===== src/shared/rtc_alarm_map.vh =====
// register offsets, field positions, reset values and timing counts of the alarm block
`ifndef RTC_ALARM_MAP_VH
`define RTC_ALARM_MAP_VH

// ----------------------------------------------------------------------------
// register offsets
// ----------------------------------------------------------------------------
`define OFS_SEC          4'h0
`define OFS_MIN          4'h1
`define OFS_HOUR         4'h2
`define OFS_WDAY         4'h3
`define OFS_MDAY         4'h4
`define OFS_MONTH        4'h5
`define OFS_YEAR         4'h6
`define OFS_AL1_SEC      4'h7
`define OFS_AL1_MIN      4'h8
`define OFS_AL1_HOUR     4'h9
`define OFS_AL1_DAY      4'hA
`define OFS_AL2_MIN      4'hB
`define OFS_AL2_HOUR     4'hC
`define OFS_AL2_DAY      4'hD
`define OFS_CTRL         4'hE
`define OFS_STAT         4'hF

// ----------------------------------------------------------------------------
// field positions
// ----------------------------------------------------------------------------
`define AL_MASK_BIT      7
`define AL_WEEKDAY_BIT   6
`define CTRL_OSC_DIS     7
`define CTRL_UNUSED      6
`define CTRL_GFIL        5
`define CTRL_RS_HI       4
`define CTRL_RS_LO       3
`define CTRL_STEER       2
`define CTRL_SECOND_ALARM_IRQ_EN        1
`define CTRL_FIRST_ALARM_IRQ_EN        0
`define STAT_OSF         7
`define STAT_STOP_DETECT_DISABLE        6
`define STAT_LOS         5
`define STAT_SEL_HI      4
`define STAT_SEL_LO      3
`define STAT_EXT_REF_ENABLE        2
`define STAT_A2F         1
`define STAT_A1F         0

// ----------------------------------------------------------------------------
// reset values
// ----------------------------------------------------------------------------
`define CTRL_RST         8'h18
`define STAT_RST         8'hA0
`define ALARM_RST        8'h00

// ----------------------------------------------------------------------------
// timing
// ----------------------------------------------------------------------------
`define CLK_NS           40
`define GLITCH_NS        5000
`define GLITCH_CYC       ((`GLITCH_NS + `CLK_NS - 1) / `CLK_NS)
`define OSC_HZ           32768
`define JITTER_MS        2
`define JITTER_TICKS     ((`OSC_HZ * `JITTER_MS) / 1000)
`define REF_HZ_50        50
`define REF_HZ_60        60
`define REF_TOL_SHIFT    7

`endif


===== src/alarm_match.v =====
// compare of one alarm's stored fields against the timekeeping values
`default_nettype none
`include "rtc_alarm_map.vh"

module alarm_match
(
   input  wire [7:0] al_sec,
   input  wire [7:0] al_min,
   input  wire [7:0] al_hour,
   input  wire [7:0] al_day,
   input  wire [7:0] tk_sec,
   input  wire [7:0] tk_min,
   input  wire [7:0] tk_hour,
   input  wire [7:0] tk_wday,
   input  wire [7:0] tk_mday,
   output wire       hit
);

   wire [5:0] day_ref;
   wire       sec_ok;
   wire       min_ok;
   wire       hour_ok;
   wire       day_ok;

   // a set mask bit turns its field into a don't-care
   assign sec_ok  = al_sec[`AL_MASK_BIT]  | (al_sec[6:0]  == tk_sec[6:0]);
   assign min_ok  = al_min[`AL_MASK_BIT]  | (al_min[6:0]  == tk_min[6:0]);
   assign hour_ok = al_hour[`AL_MASK_BIT] | (al_hour[6:0] == tk_hour[6:0]);
   assign day_ref = al_day[`AL_WEEKDAY_BIT] ? tk_wday[5:0] : tk_mday[5:0];
   assign day_ok  = al_day[`AL_MASK_BIT]  | (al_day[5:0]  == day_ref);
   assign hit     = sec_ok & min_ok & hour_ok & day_ok;

endmodule // alarm_match
`default_nettype wire


===== src/rtc_alarm_irq_control.v =====
// alarm match, control/status registers, square wave and pin steering of the clock
`default_nettype none
`include "rtc_alarm_map.vh"

// Function
// - two alarms, registers 07h-0Ah and 0Bh-0Dh
// - bit 7 masks field; unmasked fields must match
// - day/date bit 6 selects weekday or monthday
// - first alarm mask combinations give listed rates
// - second alarm fires at second zero, listed rates
// - match sets flag regardless of interrupt enable
// - enabled set flag drives its steered pin; with steering 0 and reference on no alarm reaches a pin, second pin carries the square wave
// - control bit 7 disables oscillator, resets 0
// - control bit 5 enables 5us glitch filter
// - rate bits choose square wave, reset 11
// - rates divided from oscillator; 1Hz follows reference only when reference rate select is 1Hz
// - 1Hz correction jitter bounded to 2ms
// - steering 0: square wave on second pin
// - steering 1, no reference: alarm per pin
// - steering 1 with reference: both alarms second pin
// - steering and enables clear at reset
// - flags clear on written 0 only
// - interrupt pin low while routed flag set
// - reference rate select 1, 50, 60, 32768 Hz
module rtc_alarm_irq_control
(
   input  wire       core_clk,
   input  wire       rst_b,
   input  wire [3:0] reg_addr,
   input  wire       reg_wr,
   input  wire [7:0] reg_wdata,
   output reg  [7:0] reg_rdata,
   input  wire       sec_update,
   input  wire [7:0] tk_sec,
   input  wire [7:0] tk_min,
   input  wire [7:0] tk_hour,
   input  wire [7:0] tk_wday,
   input  wire [7:0] tk_mday,
   input  wire [7:0] tk_month,
   input  wire [7:0] tk_year,
   input  wire       osc_in,
   output reg        osc_disable,
   output reg        glitch_filter_on,
   input  wire       first_pin_in,
   output reg        first_pin_out,
   output reg        first_pin_oe,
   output reg        second_pin_out,
   output reg        second_pin_oe
);

   // -------------------------------------------------------------------------
   // functions
   // -------------------------------------------------------------------------
   function [15:0] ref_expect;
      input [1:0]  sel;
      reg   [31:0] full;
      begin
         if (sel == 2'b00)
            full = `OSC_HZ;
         else if (sel == 2'b01)
            full = `OSC_HZ / `REF_HZ_50;
         else if (sel == 2'b10)
            full = `OSC_HZ / `REF_HZ_60;
         else
            full = 32'h00000001;
         ref_expect = full[15:0];
      end
   endfunction

   function [15:0] lim_step;
      input [15:0] err;
      reg   [31:0] cap;
      begin
         cap = `JITTER_TICKS;
         if (err > cap[15:0])
            lim_step = cap[15:0];
         else
            lim_step = err;
      end
   endfunction

   // -------------------------------------------------------------------------
   // registers
   // -------------------------------------------------------------------------
   reg  [7:0]  al1_sec_r;
   reg  [7:0]  al1_min_r;
   reg  [7:0]  al1_hour_r;
   reg  [7:0]  al1_day_r;
   reg  [7:0]  al2_min_r;
   reg  [7:0]  al2_hour_r;
   reg  [7:0]  al2_day_r;
   reg         sq_rate_sel_hi;
   reg         sq_rate_sel_lo;
   reg         irq_steering;
   reg         first_alarm_irq_en;
   reg         second_alarm_irq_en;
   reg         osc_stopped_flag;
   reg         stop_detect_disable;
   reg         ref_lost_flag;
   reg         ref_rate_sel_hi;
   reg         ref_rate_sel_lo;
   reg         ext_ref_enable;
   reg         first_alarm_flag;
   reg         second_alarm_flag;
   reg  [7:0]  rdata_nxt;
   wire        wr_ctrl;
   wire        wr_stat;
   wire        hit1;
   wire        hit2;
   wire        stop_evt;
   wire        lose_evt;

   assign wr_ctrl = reg_wr & (reg_addr == `OFS_CTRL);
   assign wr_stat = reg_wr & (reg_addr == `OFS_STAT);

   always @(posedge core_clk)
   begin
      if (!rst_b)
      begin
         al1_sec_r  <= `ALARM_RST;
         al1_min_r  <= `ALARM_RST;
         al1_hour_r <= `ALARM_RST;
         al1_day_r  <= `ALARM_RST;
         al2_min_r  <= `ALARM_RST;
         al2_hour_r <= `ALARM_RST;
         al2_day_r  <= `ALARM_RST;
      end
      else if (reg_wr)
      begin
         // alarm contents reset to zero, then are written by software
         if (reg_addr == `OFS_AL1_SEC)
            al1_sec_r <= reg_wdata;
         else if (reg_addr == `OFS_AL1_MIN)
            al1_min_r <= reg_wdata;
         else if (reg_addr == `OFS_AL1_HOUR)
            al1_hour_r <= reg_wdata;
         else if (reg_addr == `OFS_AL1_DAY)
            al1_day_r <= reg_wdata;
         else if (reg_addr == `OFS_AL2_MIN)
            al2_min_r <= reg_wdata;
         else if (reg_addr == `OFS_AL2_HOUR)
            al2_hour_r <= reg_wdata;
         else if (reg_addr == `OFS_AL2_DAY)
            al2_day_r <= reg_wdata;
      end
   end

   // control register; bit 6 has no storage
   always @(posedge core_clk)
   begin
      if (!rst_b)
      begin
         osc_disable         <= 1'b0;
         glitch_filter_on    <= 1'b0;
         sq_rate_sel_hi      <= 1'b1;
         sq_rate_sel_lo      <= 1'b1;
         irq_steering        <= 1'b0;
         second_alarm_irq_en <= 1'b0;
         first_alarm_irq_en  <= 1'b0;
      end
      else if (wr_ctrl)
      begin
         osc_disable         <= reg_wdata[`CTRL_OSC_DIS];
         glitch_filter_on    <= reg_wdata[`CTRL_GFIL];
         sq_rate_sel_hi      <= reg_wdata[`CTRL_RS_HI];
         sq_rate_sel_lo      <= reg_wdata[`CTRL_RS_LO];
         irq_steering        <= reg_wdata[`CTRL_STEER];
         second_alarm_irq_en <= reg_wdata[`CTRL_SECOND_ALARM_IRQ_EN];
         first_alarm_irq_en  <= reg_wdata[`CTRL_FIRST_ALARM_IRQ_EN];
      end
   end

   // -------------------------------------------------------------------------
   // alarm compare
   // -------------------------------------------------------------------------
   alarm_match u_match1
   (
      .al_sec  (al1_sec_r),
      .al_min  (al1_min_r),
      .al_hour (al1_hour_r),
      .al_day  (al1_day_r),
      .tk_sec  (tk_sec),
      .tk_min  (tk_min),
      .tk_hour (tk_hour),
      .tk_wday (tk_wday),
      .tk_mday (tk_mday),
      .hit     (hit1)
   );

   // the second alarm has no seconds field: it is pinned to second zero
   alarm_match u_match2
   (
      .al_sec  (8'h00),
      .al_min  (al2_min_r),
      .al_hour (al2_hour_r),
      .al_day  (al2_day_r),
      .tk_sec  (tk_sec),
      .tk_min  (tk_min),
      .tk_hour (tk_hour),
      .tk_wday (tk_wday),
      .tk_mday (tk_mday),
      .hit     (hit2)
   );

   // -------------------------------------------------------------------------
   // status register
   // -------------------------------------------------------------------------
   reg osc_dis_d_r;

   assign stop_evt = osc_disable & ~osc_dis_d_r & ~stop_detect_disable;

   always @(posedge core_clk)
   begin
      if (!rst_b)
      begin
         osc_dis_d_r         <= 1'b0;
         osc_stopped_flag    <= 1'b1;
         stop_detect_disable <= 1'b0;
         ref_lost_flag       <= 1'b1;
         ref_rate_sel_hi     <= 1'b0;
         ref_rate_sel_lo     <= 1'b0;
         ext_ref_enable      <= 1'b0;
         first_alarm_flag    <= 1'b0;
         second_alarm_flag   <= 1'b0;
      end
      else
      begin
         osc_dis_d_r <= osc_disable;
         if (wr_stat)
         begin
            stop_detect_disable <= reg_wdata[`STAT_STOP_DETECT_DISABLE];
            ref_rate_sel_hi     <= reg_wdata[`STAT_SEL_HI];
            ref_rate_sel_lo     <= reg_wdata[`STAT_SEL_LO];
            ext_ref_enable      <= reg_wdata[`STAT_EXT_REF_ENABLE];
         end
         // a set arriving with a clearing write wins
         if (stop_evt)
            osc_stopped_flag <= 1'b1;
         else if (wr_stat & ~reg_wdata[`STAT_OSF])
            osc_stopped_flag <= 1'b0;
         if (lose_evt)
            ref_lost_flag <= 1'b1;
         else if (wr_stat & ~reg_wdata[`STAT_LOS])
            ref_lost_flag <= 1'b0;
         if (sec_update & hit1)
            first_alarm_flag <= 1'b1;
         else if (wr_stat & ~reg_wdata[`STAT_A1F])
            first_alarm_flag <= 1'b0;
         if (sec_update & hit2)
            second_alarm_flag <= 1'b1;
         else if (wr_stat & ~reg_wdata[`STAT_A2F])
            second_alarm_flag <= 1'b0;
      end
   end

   // -------------------------------------------------------------------------
   // read mux
   // -------------------------------------------------------------------------
   always @*
   begin
      if (reg_addr == `OFS_SEC)
         rdata_nxt = tk_sec;
      else if (reg_addr == `OFS_MIN)
         rdata_nxt = tk_min;
      else if (reg_addr == `OFS_HOUR)
         rdata_nxt = tk_hour;
      else if (reg_addr == `OFS_WDAY)
         rdata_nxt = tk_wday;
      else if (reg_addr == `OFS_MDAY)
         rdata_nxt = tk_mday;
      else if (reg_addr == `OFS_MONTH)
         rdata_nxt = tk_month;
      else if (reg_addr == `OFS_YEAR)
         rdata_nxt = tk_year;
      else if (reg_addr == `OFS_AL1_SEC)
         rdata_nxt = al1_sec_r;
      else if (reg_addr == `OFS_AL1_MIN)
         rdata_nxt = al1_min_r;
      else if (reg_addr == `OFS_AL1_HOUR)
         rdata_nxt = al1_hour_r;
      else if (reg_addr == `OFS_AL1_DAY)
         rdata_nxt = al1_day_r;
      else if (reg_addr == `OFS_AL2_MIN)
         rdata_nxt = al2_min_r;
      else if (reg_addr == `OFS_AL2_HOUR)
         rdata_nxt = al2_hour_r;
      else if (reg_addr == `OFS_AL2_DAY)
         rdata_nxt = al2_day_r;
      else if (reg_addr == `OFS_CTRL)
         rdata_nxt = {osc_disable, 1'b0, glitch_filter_on,
                      sq_rate_sel_hi, sq_rate_sel_lo, irq_steering,
                      second_alarm_irq_en, first_alarm_irq_en};
      else
         rdata_nxt = {osc_stopped_flag, stop_detect_disable, ref_lost_flag,
                      ref_rate_sel_hi, ref_rate_sel_lo, ext_ref_enable,
                      second_alarm_flag, first_alarm_flag};
   end

   always @(posedge core_clk)
   begin
      if (!rst_b)
         reg_rdata <= 8'h00;
      else
         reg_rdata <= rdata_nxt;
   end

   // -------------------------------------------------------------------------
   // oscillator input: synchroniser, glitch filter, edge
   // -------------------------------------------------------------------------
   reg        osc_s1_r;
   reg        osc_s2_r;
   reg        osc_f_r;
   reg  [7:0] gf_cnt_r;
   reg        osc_f_d_r;
   wire       osc_edge;

   always @(posedge core_clk)
   begin
      if (!rst_b)
      begin
         osc_s1_r  <= 1'b0;
         osc_s2_r  <= 1'b0;
         osc_f_r   <= 1'b0;
         osc_f_d_r <= 1'b0;
         gf_cnt_r  <= 8'h00;
      end
      else
      begin
         osc_s1_r  <= osc_in;
         osc_s2_r  <= osc_s1_r;
         osc_f_d_r <= osc_f_r;
         // a level must hold the filter time before it is accepted
         if (osc_s2_r == osc_f_r)
            gf_cnt_r <= 8'h00;
         else if (!glitch_filter_on || gf_cnt_r == `GLITCH_CYC - 1)
         begin
            osc_f_r  <= osc_s2_r;
            gf_cnt_r <= 8'h00;
         end
         else
            gf_cnt_r <= gf_cnt_r + 8'h01;
      end
   end

   // a disabled oscillator stops every divided rate
   assign osc_edge = osc_f_r & ~osc_f_d_r & ~osc_disable;

   // -------------------------------------------------------------------------
   // reference input: synchroniser and period check
   // -------------------------------------------------------------------------
   reg         ref_s1_r;
   reg         ref_s2_r;
   reg         ref_d_r;
   reg  [15:0] ref_per_r;
   reg         ref_ok_r;
   wire        ref_edge;
   wire [15:0] exp_cnt;
   wire [15:0] tol;
   wire        per_bad;

   assign ref_edge = ref_s2_r & ~ref_d_r & ext_ref_enable;
   assign exp_cnt  = ref_expect({ref_rate_sel_hi, ref_rate_sel_lo});
   assign tol      = (exp_cnt >> `REF_TOL_SHIFT) | 16'h0001;
   assign per_bad  = (ref_per_r < exp_cnt - tol) | (ref_per_r > exp_cnt + tol);
   assign lose_evt = ~ext_ref_enable | (ref_edge & per_bad) |
                     (ref_per_r > exp_cnt + tol);

   always @(posedge core_clk)
   begin
      if (!rst_b)
      begin
         ref_s1_r  <= 1'b0;
         ref_s2_r  <= 1'b0;
         ref_d_r   <= 1'b0;
         ref_per_r <= 16'h0000;
         ref_ok_r  <= 1'b0;
      end
      else
      begin
         ref_s1_r <= first_pin_in;
         ref_s2_r <= ref_s1_r;
         ref_d_r  <= ref_s2_r;
         if (!ext_ref_enable)
         begin
            ref_per_r <= 16'h0000;
            ref_ok_r  <= 1'b0;
         end
         else if (ref_edge)
         begin
            ref_per_r <= 16'h0000;
            ref_ok_r  <= ~per_bad;
         end
         else
         begin
            if (osc_edge && ref_per_r != 16'hFFFF)
               ref_per_r <= ref_per_r + 16'h0001;
            if (ref_per_r > exp_cnt + tol)
               ref_ok_r <= 1'b0;
         end
      end
   end

   // -------------------------------------------------------------------------
   // square wave divider
   // -------------------------------------------------------------------------
   reg  [14:0] div_r;
   reg  [14:0] div_nxt;
   reg  [15:0] pull_step;
   reg         sq_r;
   wire        cond_on;

   assign cond_on = ref_ok_r & ~ref_rate_sel_hi & ~ref_rate_sel_lo;

   always @*
   begin
      div_nxt   = div_r;
      pull_step = lim_step(div_r[14] ? 16'h8000 - {1'b0, div_r} : {1'b0, div_r});
      if (cond_on && ref_edge)
      begin
         // pull the phase toward the reference a bounded step at a time
         if (!div_r[14])
            div_nxt = div_r - pull_step[14:0];
         else
            div_nxt = div_r + pull_step[14:0];
      end
      else if (osc_edge)
         div_nxt = div_r + 15'h0001;
   end

   always @(posedge core_clk)
   begin
      if (!rst_b)
      begin
         div_r <= 15'h0000;
         sq_r  <= 1'b0;
      end
      else
      begin
         div_r <= div_nxt;
         case ({sq_rate_sel_hi, sq_rate_sel_lo})
            2'b00:   sq_r <= div_r[14];
            2'b01:   sq_r <= div_r[2];
            2'b10:   sq_r <= div_r[1];
            default: sq_r <= osc_f_r & ~osc_disable;
         endcase
      end
   end

   // -------------------------------------------------------------------------
   // pin steering; open drain, driven only low
   // -------------------------------------------------------------------------
   wire a1_act;
   wire a2_act;

   assign a1_act = first_alarm_flag & first_alarm_irq_en;
   assign a2_act = second_alarm_flag & second_alarm_irq_en;

   always @(posedge core_clk)
   begin
      if (!rst_b)
      begin
         first_pin_out  <= 1'b0;
         first_pin_oe   <= 1'b0;
         second_pin_out <= 1'b0;
         second_pin_oe  <= 1'b0;
      end
      else
      begin
         first_pin_out  <= 1'b0;
         second_pin_out <= 1'b0;
         if (ext_ref_enable)
            first_pin_oe <= 1'b0;
         else if (irq_steering)
            first_pin_oe <= a1_act;
         else
            first_pin_oe <= a1_act | a2_act;
         if (!irq_steering)
            second_pin_oe <= ~sq_r;
         else if (ext_ref_enable)
            second_pin_oe <= a1_act | a2_act;
         else
            second_pin_oe <= a2_act;
      end
   end

endmodule // rtc_alarm_irq_control
`default_nettype wire


===== config.mk =====
export PLATFORM = sky130hd
export DESIGN_NAME = rtc_alarm_irq_control
export DESIGN_NICKNAME = d
export VERILOG_FILES = /design/src/alarm_match.v /design/src/rtc_alarm_irq_control.v
export VERILOG_INCLUDE_DIRS = /design/src /design/src/shared
export SDC_FILE = /design/constraint.sdc
export NUM_CORES = 1
export LEC_CHECK = 0
export BUFFER_PORTS_ARGS = -buffer_cell sky130_fd_sc_hd__buf_2
export CORE_MARGIN = 2
export CORE_UTILIZATION = 55
export CTS_BUF_LIST = sky130_fd_sc_hd__clkbuf_16
export CTS_CLUSTER_SIZE = 40
export DETAILED_ROUTE_END_ITERATION = 7
export PLACE_DENSITY_LB_ADDON = 0.12
export SYNTH_ARGS = -nofsm -noshare
export SYNTH_HDL_FRONTEND = slang
export SYNTH_SLANG_ARGS = --single-unit

===== constraint.sdc =====
create_clock -name core_clk -period 16.5 [get_ports core_clk]
set_input_delay 1.65 -clock core_clk [delete_from_list [all_inputs] [get_ports core_clk]]
set_output_delay 1.65 -clock core_clk [all_outputs]
set_load 0.05 [all_outputs]

After elaboration in Yosys (flattened, before gate mapping)
Cells that the tools add are included.
{"block": "word_totals", "wordCells": 198, "input_bits": 74, "reg_bits": 130, "out_inout_bits": 14}
{"block": "op_classes", "reduce_logical": 26, "n_lt_le_gt_ge": 3, "n_eq_ne": 29, "muxes": 35, "bitwise": 59, "add_sub_neg": 8}
{"cell": "8-bit 2-to-1 mux", "n": 15}
{"cell": "15-bit 2-to-1 mux", "n": 4}
{"cell": "7-bit equality test", "n": 5}
{"cell": "4-bit equality test, second input constant", "n": 8}
{"cell": "16-bit 2-to-1 mux", "n": 2}
{"cell": "1-bit AND", "n": 26}
{"cell": "1-bit NOT", "n": 22}
{"cell": "10-bit 2-to-1 mux", "n": 2}
{"cell": "16-bit by 1-bit adder with 16-bit output, second input constant", "n": 1}
{"cell": "16-bit by 9-bit adder with 16-bit output", "n": 1}
{"cell": "4-bit by 3-bit equality test with 1-bit output, second input constant", "n": 4}
{"cell": "16-bit > comparator", "n": 1}
{"cell": "16-bit by 7-bit > comparator with 1-bit output, second input constant", "n": 1}
{"cell": "16-bit < comparator", "n": 1}
{"cell": "16-bit != test, second input constant", "n": 1}
{"cell": "16-bit by 15-bit subtractor with 16-bit output, first input constant", "n": 1}
{"cell": "16-bit by 9-bit subtractor with 16-bit output", "n": 1}
{"cell": "15-bit by 1-bit adder with 15-bit output, second input constant", "n": 1}
{"cell": "15-bit adder", "n": 1}
{"cell": "15-bit subtractor", "n": 1}
{"cell": "6-bit equality test", "n": 2}
{"cell": "6-bit 2-to-1 mux", "n": 2}
{"cell": "1-bit OR", "n": 11}
{"cell": "1-bit 2-to-1 mux", "n": 9}
{"cell": "24 further kinds", "n": 37}

Depth between registers and ports, before layout
{"block": "depth", "word_depth": 16, "mapped_depth": 27, "depth_no_buf": 24}

Hierarchy
A second synthesis with hierarchy kept.
{"block": "unflattened", "cells_unflattened": 1069, "hier_area_um2": 8817.2}
{"module": "rtc_alarm_irq_control", "cells_per_inst": 981, "area_per_inst_um2": 8064.0, "n_inst": 1, "seq_area_each_um2": 2602.5}
{"module": "alarm_match", "cells_per_inst": 44, "area_per_inst_um2": 376.6, "n_inst": 2, "seq_area_each_um2": 0.0}

Least setup slack after synthesis
Ideal clock, no wire load.
{"block": "synth_timing", "kind": "flip-flop to flip-flop", "startpoint": "reg div_r[1]", "endpoint": "reg div_r[14]", "required_time_ns": 16.426, "path_stages_with_launch": 28, "setup_slack_ns": 11.156, "n_path_buf": 3, "arrival_time_ns": 5.270, "period_less_slack_ns": 5.344, "setup_time_ns": 0.074, "cell_sequence": "dfxtp_1 clkbuf_1 inv_1 ha_1 or3b_1 buf_2 or3_4 o31ai_1 a32oi_1 or4_1 buf_2 nor2_1 inv_1 ha_1 nand2_1 nor2_1 a31oi_1 o32a_1 nor2_1 ha_1 nor2b_1 o31a_1 o211ai_1 a31oi_1 a31oi_1 or2_2 or3_1 a31oi_1"}
{"block": "synth_via", "elab_chain_len": 7, "word_cells_on_any_way": 10, "cone_classes": "add/sub (4); order compare (1); mux (5)"}
{"element": "from (decl)", "line_no": "rtc_alarm_irq_control.v:406", "source": "reg [14:0] div_r;"}
{"element": "from (signal assigned)", "line_no": "rtc_alarm_irq_control.v:439", "source": "div_r <= div_nxt;"}
{"element": "16-bit by 15-bit subtractor with 16-bit output", "line_no": "rtc_alarm_irq_control.v:417", "source": "pull_step = lim_step(div_r[14] ? 16'h8000 - {1'b0, div_r} : {1'b0, div_r});"}
{"element": "16-bit 2-to-1 mux", "line_no": "rtc_alarm_irq_control.v:417"}
{"element": "16-bit by 7-bit > comparator with 1-bit output", "line_no": "rtc_alarm_irq_control.v:75", "source": "if (err > cap[15:0])"}
{"element": "15-bit 2-to-1 mux", "line_no": "rtc_alarm_irq_control.v:75"}
{"element": "15-bit subtractor / 15-bit adder (equally long branches)", "line_no": "rtc_alarm_irq_control.v:422, rtc_alarm_irq_control.v:424"}
{"element": "15-bit 2-to-1 mux", "line_no": "rtc_alarm_irq_control.v:421", "source": "if (!div_r[14])"}
{"element": "15-bit 2-to-1 mux *", "line_no": "rtc_alarm_irq_control.v:418", "source": "if (cond_on && ref_edge)"}
Every way passes the cells marked *; elsewhere a longest branch is shown, timed or not. The select of a mux whose other input is x is not followed.
A chain may end at the register's enable or synchronous reset.

Worst setup path after layout
Same ends and word-level chain as after synthesis.

==> run metrics <==
fin crit share=36.3%; Total GRT Usage=29.4%; routability cong.=0.925; Remaining DRCs=0; status=complete, no violations; Critical-path top delay cell=or4_1; antenna violations before repair=0; GR Overflow Total=0; layout cells sized above 1=13.0%; Startpoint Class=flip-flop; final setup fails=0; WP data arrival=6.34 ns; H-tree Lvls=4; crit-path cells=inv_1, ha_1, or3b_1, or3_4, o31ai_1, a32oi_1, or4_1, nor2_1, inv_1, ha_1, nand2_1, nor2_1, a31oi_1, o32a_1, nor2_1, ha_1, nor2b_1, o31a_1, o211ai_1, a31oi_1, a31oi_1, or2_2, or3_1, a31oi_1; Placed Cells=1,317; number of antenna diodes=0; #FFs+latches synth=130; Die ar.=17,000 um^2; fin cells=1,349; post-CTS setup buffers=0; first-pass GRT wire length=38,700 um; commonest cells after routing, fill and taps aside=nor2_1 (152), dfxtp_1 (130), mux2i_1 (91); Seq. cell area=2600 um^2; site row count=46; unrepaired setup endpoints after global routing=false; Synth async-reset ratio=0%; critical path's top delay family=simple AND/OR/NAND/NOR gates; Worst Clk Skew=0.00874 ns; Post-CTS Resized=0; crit-path max FO=17; 1st-iter DRT viols=870; Mapped Cells=1,083; Min-Delay Path Depth=1; max reg flops=16; setup_tns=0 ns; DRT antenna net count=0; Die Wd=130 um; Hold Path Origin=ref_s1_r$_SDFF_PN0_; path category of the worst min-delay check=reg2reg; Crit. End Element=flip-flop; CP Data Required Time=16.84 ns; core area=15,700 um^2; I/O pins=88; Area Growth Syn to Fin=12.2%; commonest non-fill, non-tap cell in the layout=nor2_1; area occupied by multi-input gates=5780 um^2; HPWL after DPL=17,600 um; Max-Cap Viols=0; layout filler cell count=1,462; clock latency on the worst-skew pair=0.42 ns; power density over the cells=81.5 nW/um^2; clock sink total=130; DR pass1 iterations=5; final slew viol count=0; reg2reg path depth=24; TritonCTS buffer count=17; CTS clk-pin slew, worst paths=0.06 ns; Via Count=8,099; Primary FF master, synth=dfxtp_1; via density per instance=6.00; Setup Crit Path Kind=reg2reg; largest net degree at the start of global routing=85; Post-synth EDFFs=0; Routed WL=24,600 um; hold endpoint=ref_s2_r$_SDFF_PN0_; Mapped Area=8770 um^2; Initial Utilization=55.8%; syn_area_per_cell=8.10 um^2; most used cell, CP=a31oi_1; biggest regs=ref_per_r (16), div_r (15); Final Critical Period=6.00 ns; Crit Reg-Reg Startpoint=div_r[1]$_SDFFE_PN0P_; CTS tree=built; root buffer cell=clkbuf_16; critical path's largest stage delay=0.80 ns; hold buffer count at CTS=0; maximum vdd drop=0.0823 mV; synth warn=0; NumNets Final=1,244; fmax=167 MHz; WL/cell=18.3 um; Leakage=0.00405 uW; R2R setup slack=10.50 ns; vias in the first global route=7,279; post-synthesis cell type count=67; Largest Register=ref_per_r; Worst slew margin=36.0%; Clock Path Buffers=2; Tightest Pin Transition=0.956 ns; worst path bufs/invs=2; Reg-to-Reg End=div_r[14]$_SDFFE_PN0P_; Port-buffer cells=85; Die Y=130 um; Hold Vio Cnt, Final=0; sequential area share after synthesis=29.7%
-- logic make-up after synthesis --
| kind of cell | Yosys count | synth area share (%) |
|---|---|---|
| AO/OA/AOI/OAI | 235 | 17.8 |
| flip-flops | 130 | 29.7 |
| XOR/XNOR | 81 | 8.09 |
| adder cells (fa/ha/maj) | 50 | 7.22 |
| buffers and inverters | 103 | 4.53 |
| AND/OR/NAND/NOR | 382 | 20.7 |
| other | 1 | 0.0427 |
| multiplexers | 101 | 11.9 |
-- cell type report --
type / count / area share [%]
Clock inverter: 15 / 1.86
Tap cell: 216 / 2.75
Multi-Input combinational cell: 851 / 58.8
Clock buffer: 17 / 4.32
Sequential cell: 130 / 26.4
Timing Repair Buffer: 91 / 4.78
Inverter: 29 / 1.11
-- synth_stat cells (all sizes together) (6+ instances only) --
cell    instances  share of area (%)
o21ai          40                2.3
ha             49                7.0
o31a            9               0.90
mux2i          91                 10
a21o            8               0.68
a21oi          68                3.9
inv            29                1.2
clkbuf         59                2.5
buf            15               0.77
or2             6               0.43
nor3           20                1.1
nand2b         13               0.93
xnor2          39                3.9
mux2            8                1.0
nor2b          13               0.93
nand2          70                3.0
nand4           7               0.50
xor2           42                4.2
a211o           6               0.60
dfxtp         130                 30
nor3b           7               0.60
and2           17                1.2
a31oi          20                1.4
or3            14                1.1
nor4           12               0.86
o21a            7               0.60
nor2          152                6.5
o221ai          6               0.60
nand3          31                1.8
o211ai          9               0.77
a211oi          8               0.68
-- stage by stage --
stage,power (uW),area [um^2],utilization (%),hold slack (ns),setup slack (ns)
2_1_floorplan,388,8780,-,0.412,11.16
3_3_place_gp,417,9240,58.8,0.415,10.69
3_5_place_dp,418,9240,58.8,0.418,10.58
4_1_cts,805,9840,62.6,0.434,10.53
5_1_grt,829,9840,62.6,0.449,10.06
6_report,802,9840,62.6,0.432,10.50
-- report_power, final --
| group | switching (uW) | leakage (uW) | total [uW] | internal [uW] |
|---|---|---|---|---|
| sequential | 3.76 | 0.00105 | 323 | 319 |
| clock | 150 | 0.000288 | 389 | 239 |
| combinational | 58.7 | 0.00271 | 90.6 | 31.9 |
| total | 213 | 0.00405 | 802 | 589 |
-- how the worst max path moves through the flow --
stage                                   endpoint  cells past startpoint  slack (ns)                  start
after floorplan           div_r[14]$_SDFFE_PN0P_                     27       11.16  div_r[1]$_SDFFE_PN0P_
after global placement    div_r[14]$_SDFFE_PN0P_                     24       10.69  div_r[1]$_SDFFE_PN0P_
after detailed placement  div_r[14]$_SDFFE_PN0P_                     24       10.58  div_r[1]$_SDFFE_PN0P_
after CTS                 div_r[14]$_SDFFE_PN0P_                     24       10.53  div_r[1]$_SDFFE_PN0P_
after global routing      div_r[14]$_SDFFE_PN0P_                     24       10.06  div_r[1]$_SDFFE_PN0P_
final                     div_r[14]$_SDFFE_PN0P_                     24       10.50  div_r[1]$_SDFFE_PN0P_
-- routing by layer --
layer	vias to the layer above	global-route usage [%]	routed length, um
met5	-	0	0
met4	0	8.86	430
met3	29	6.15	1930
met2	315	45.0	11100
met1	3807	41.7	11200
li1	3948	-	-
(Power assumes the default switching activity.)
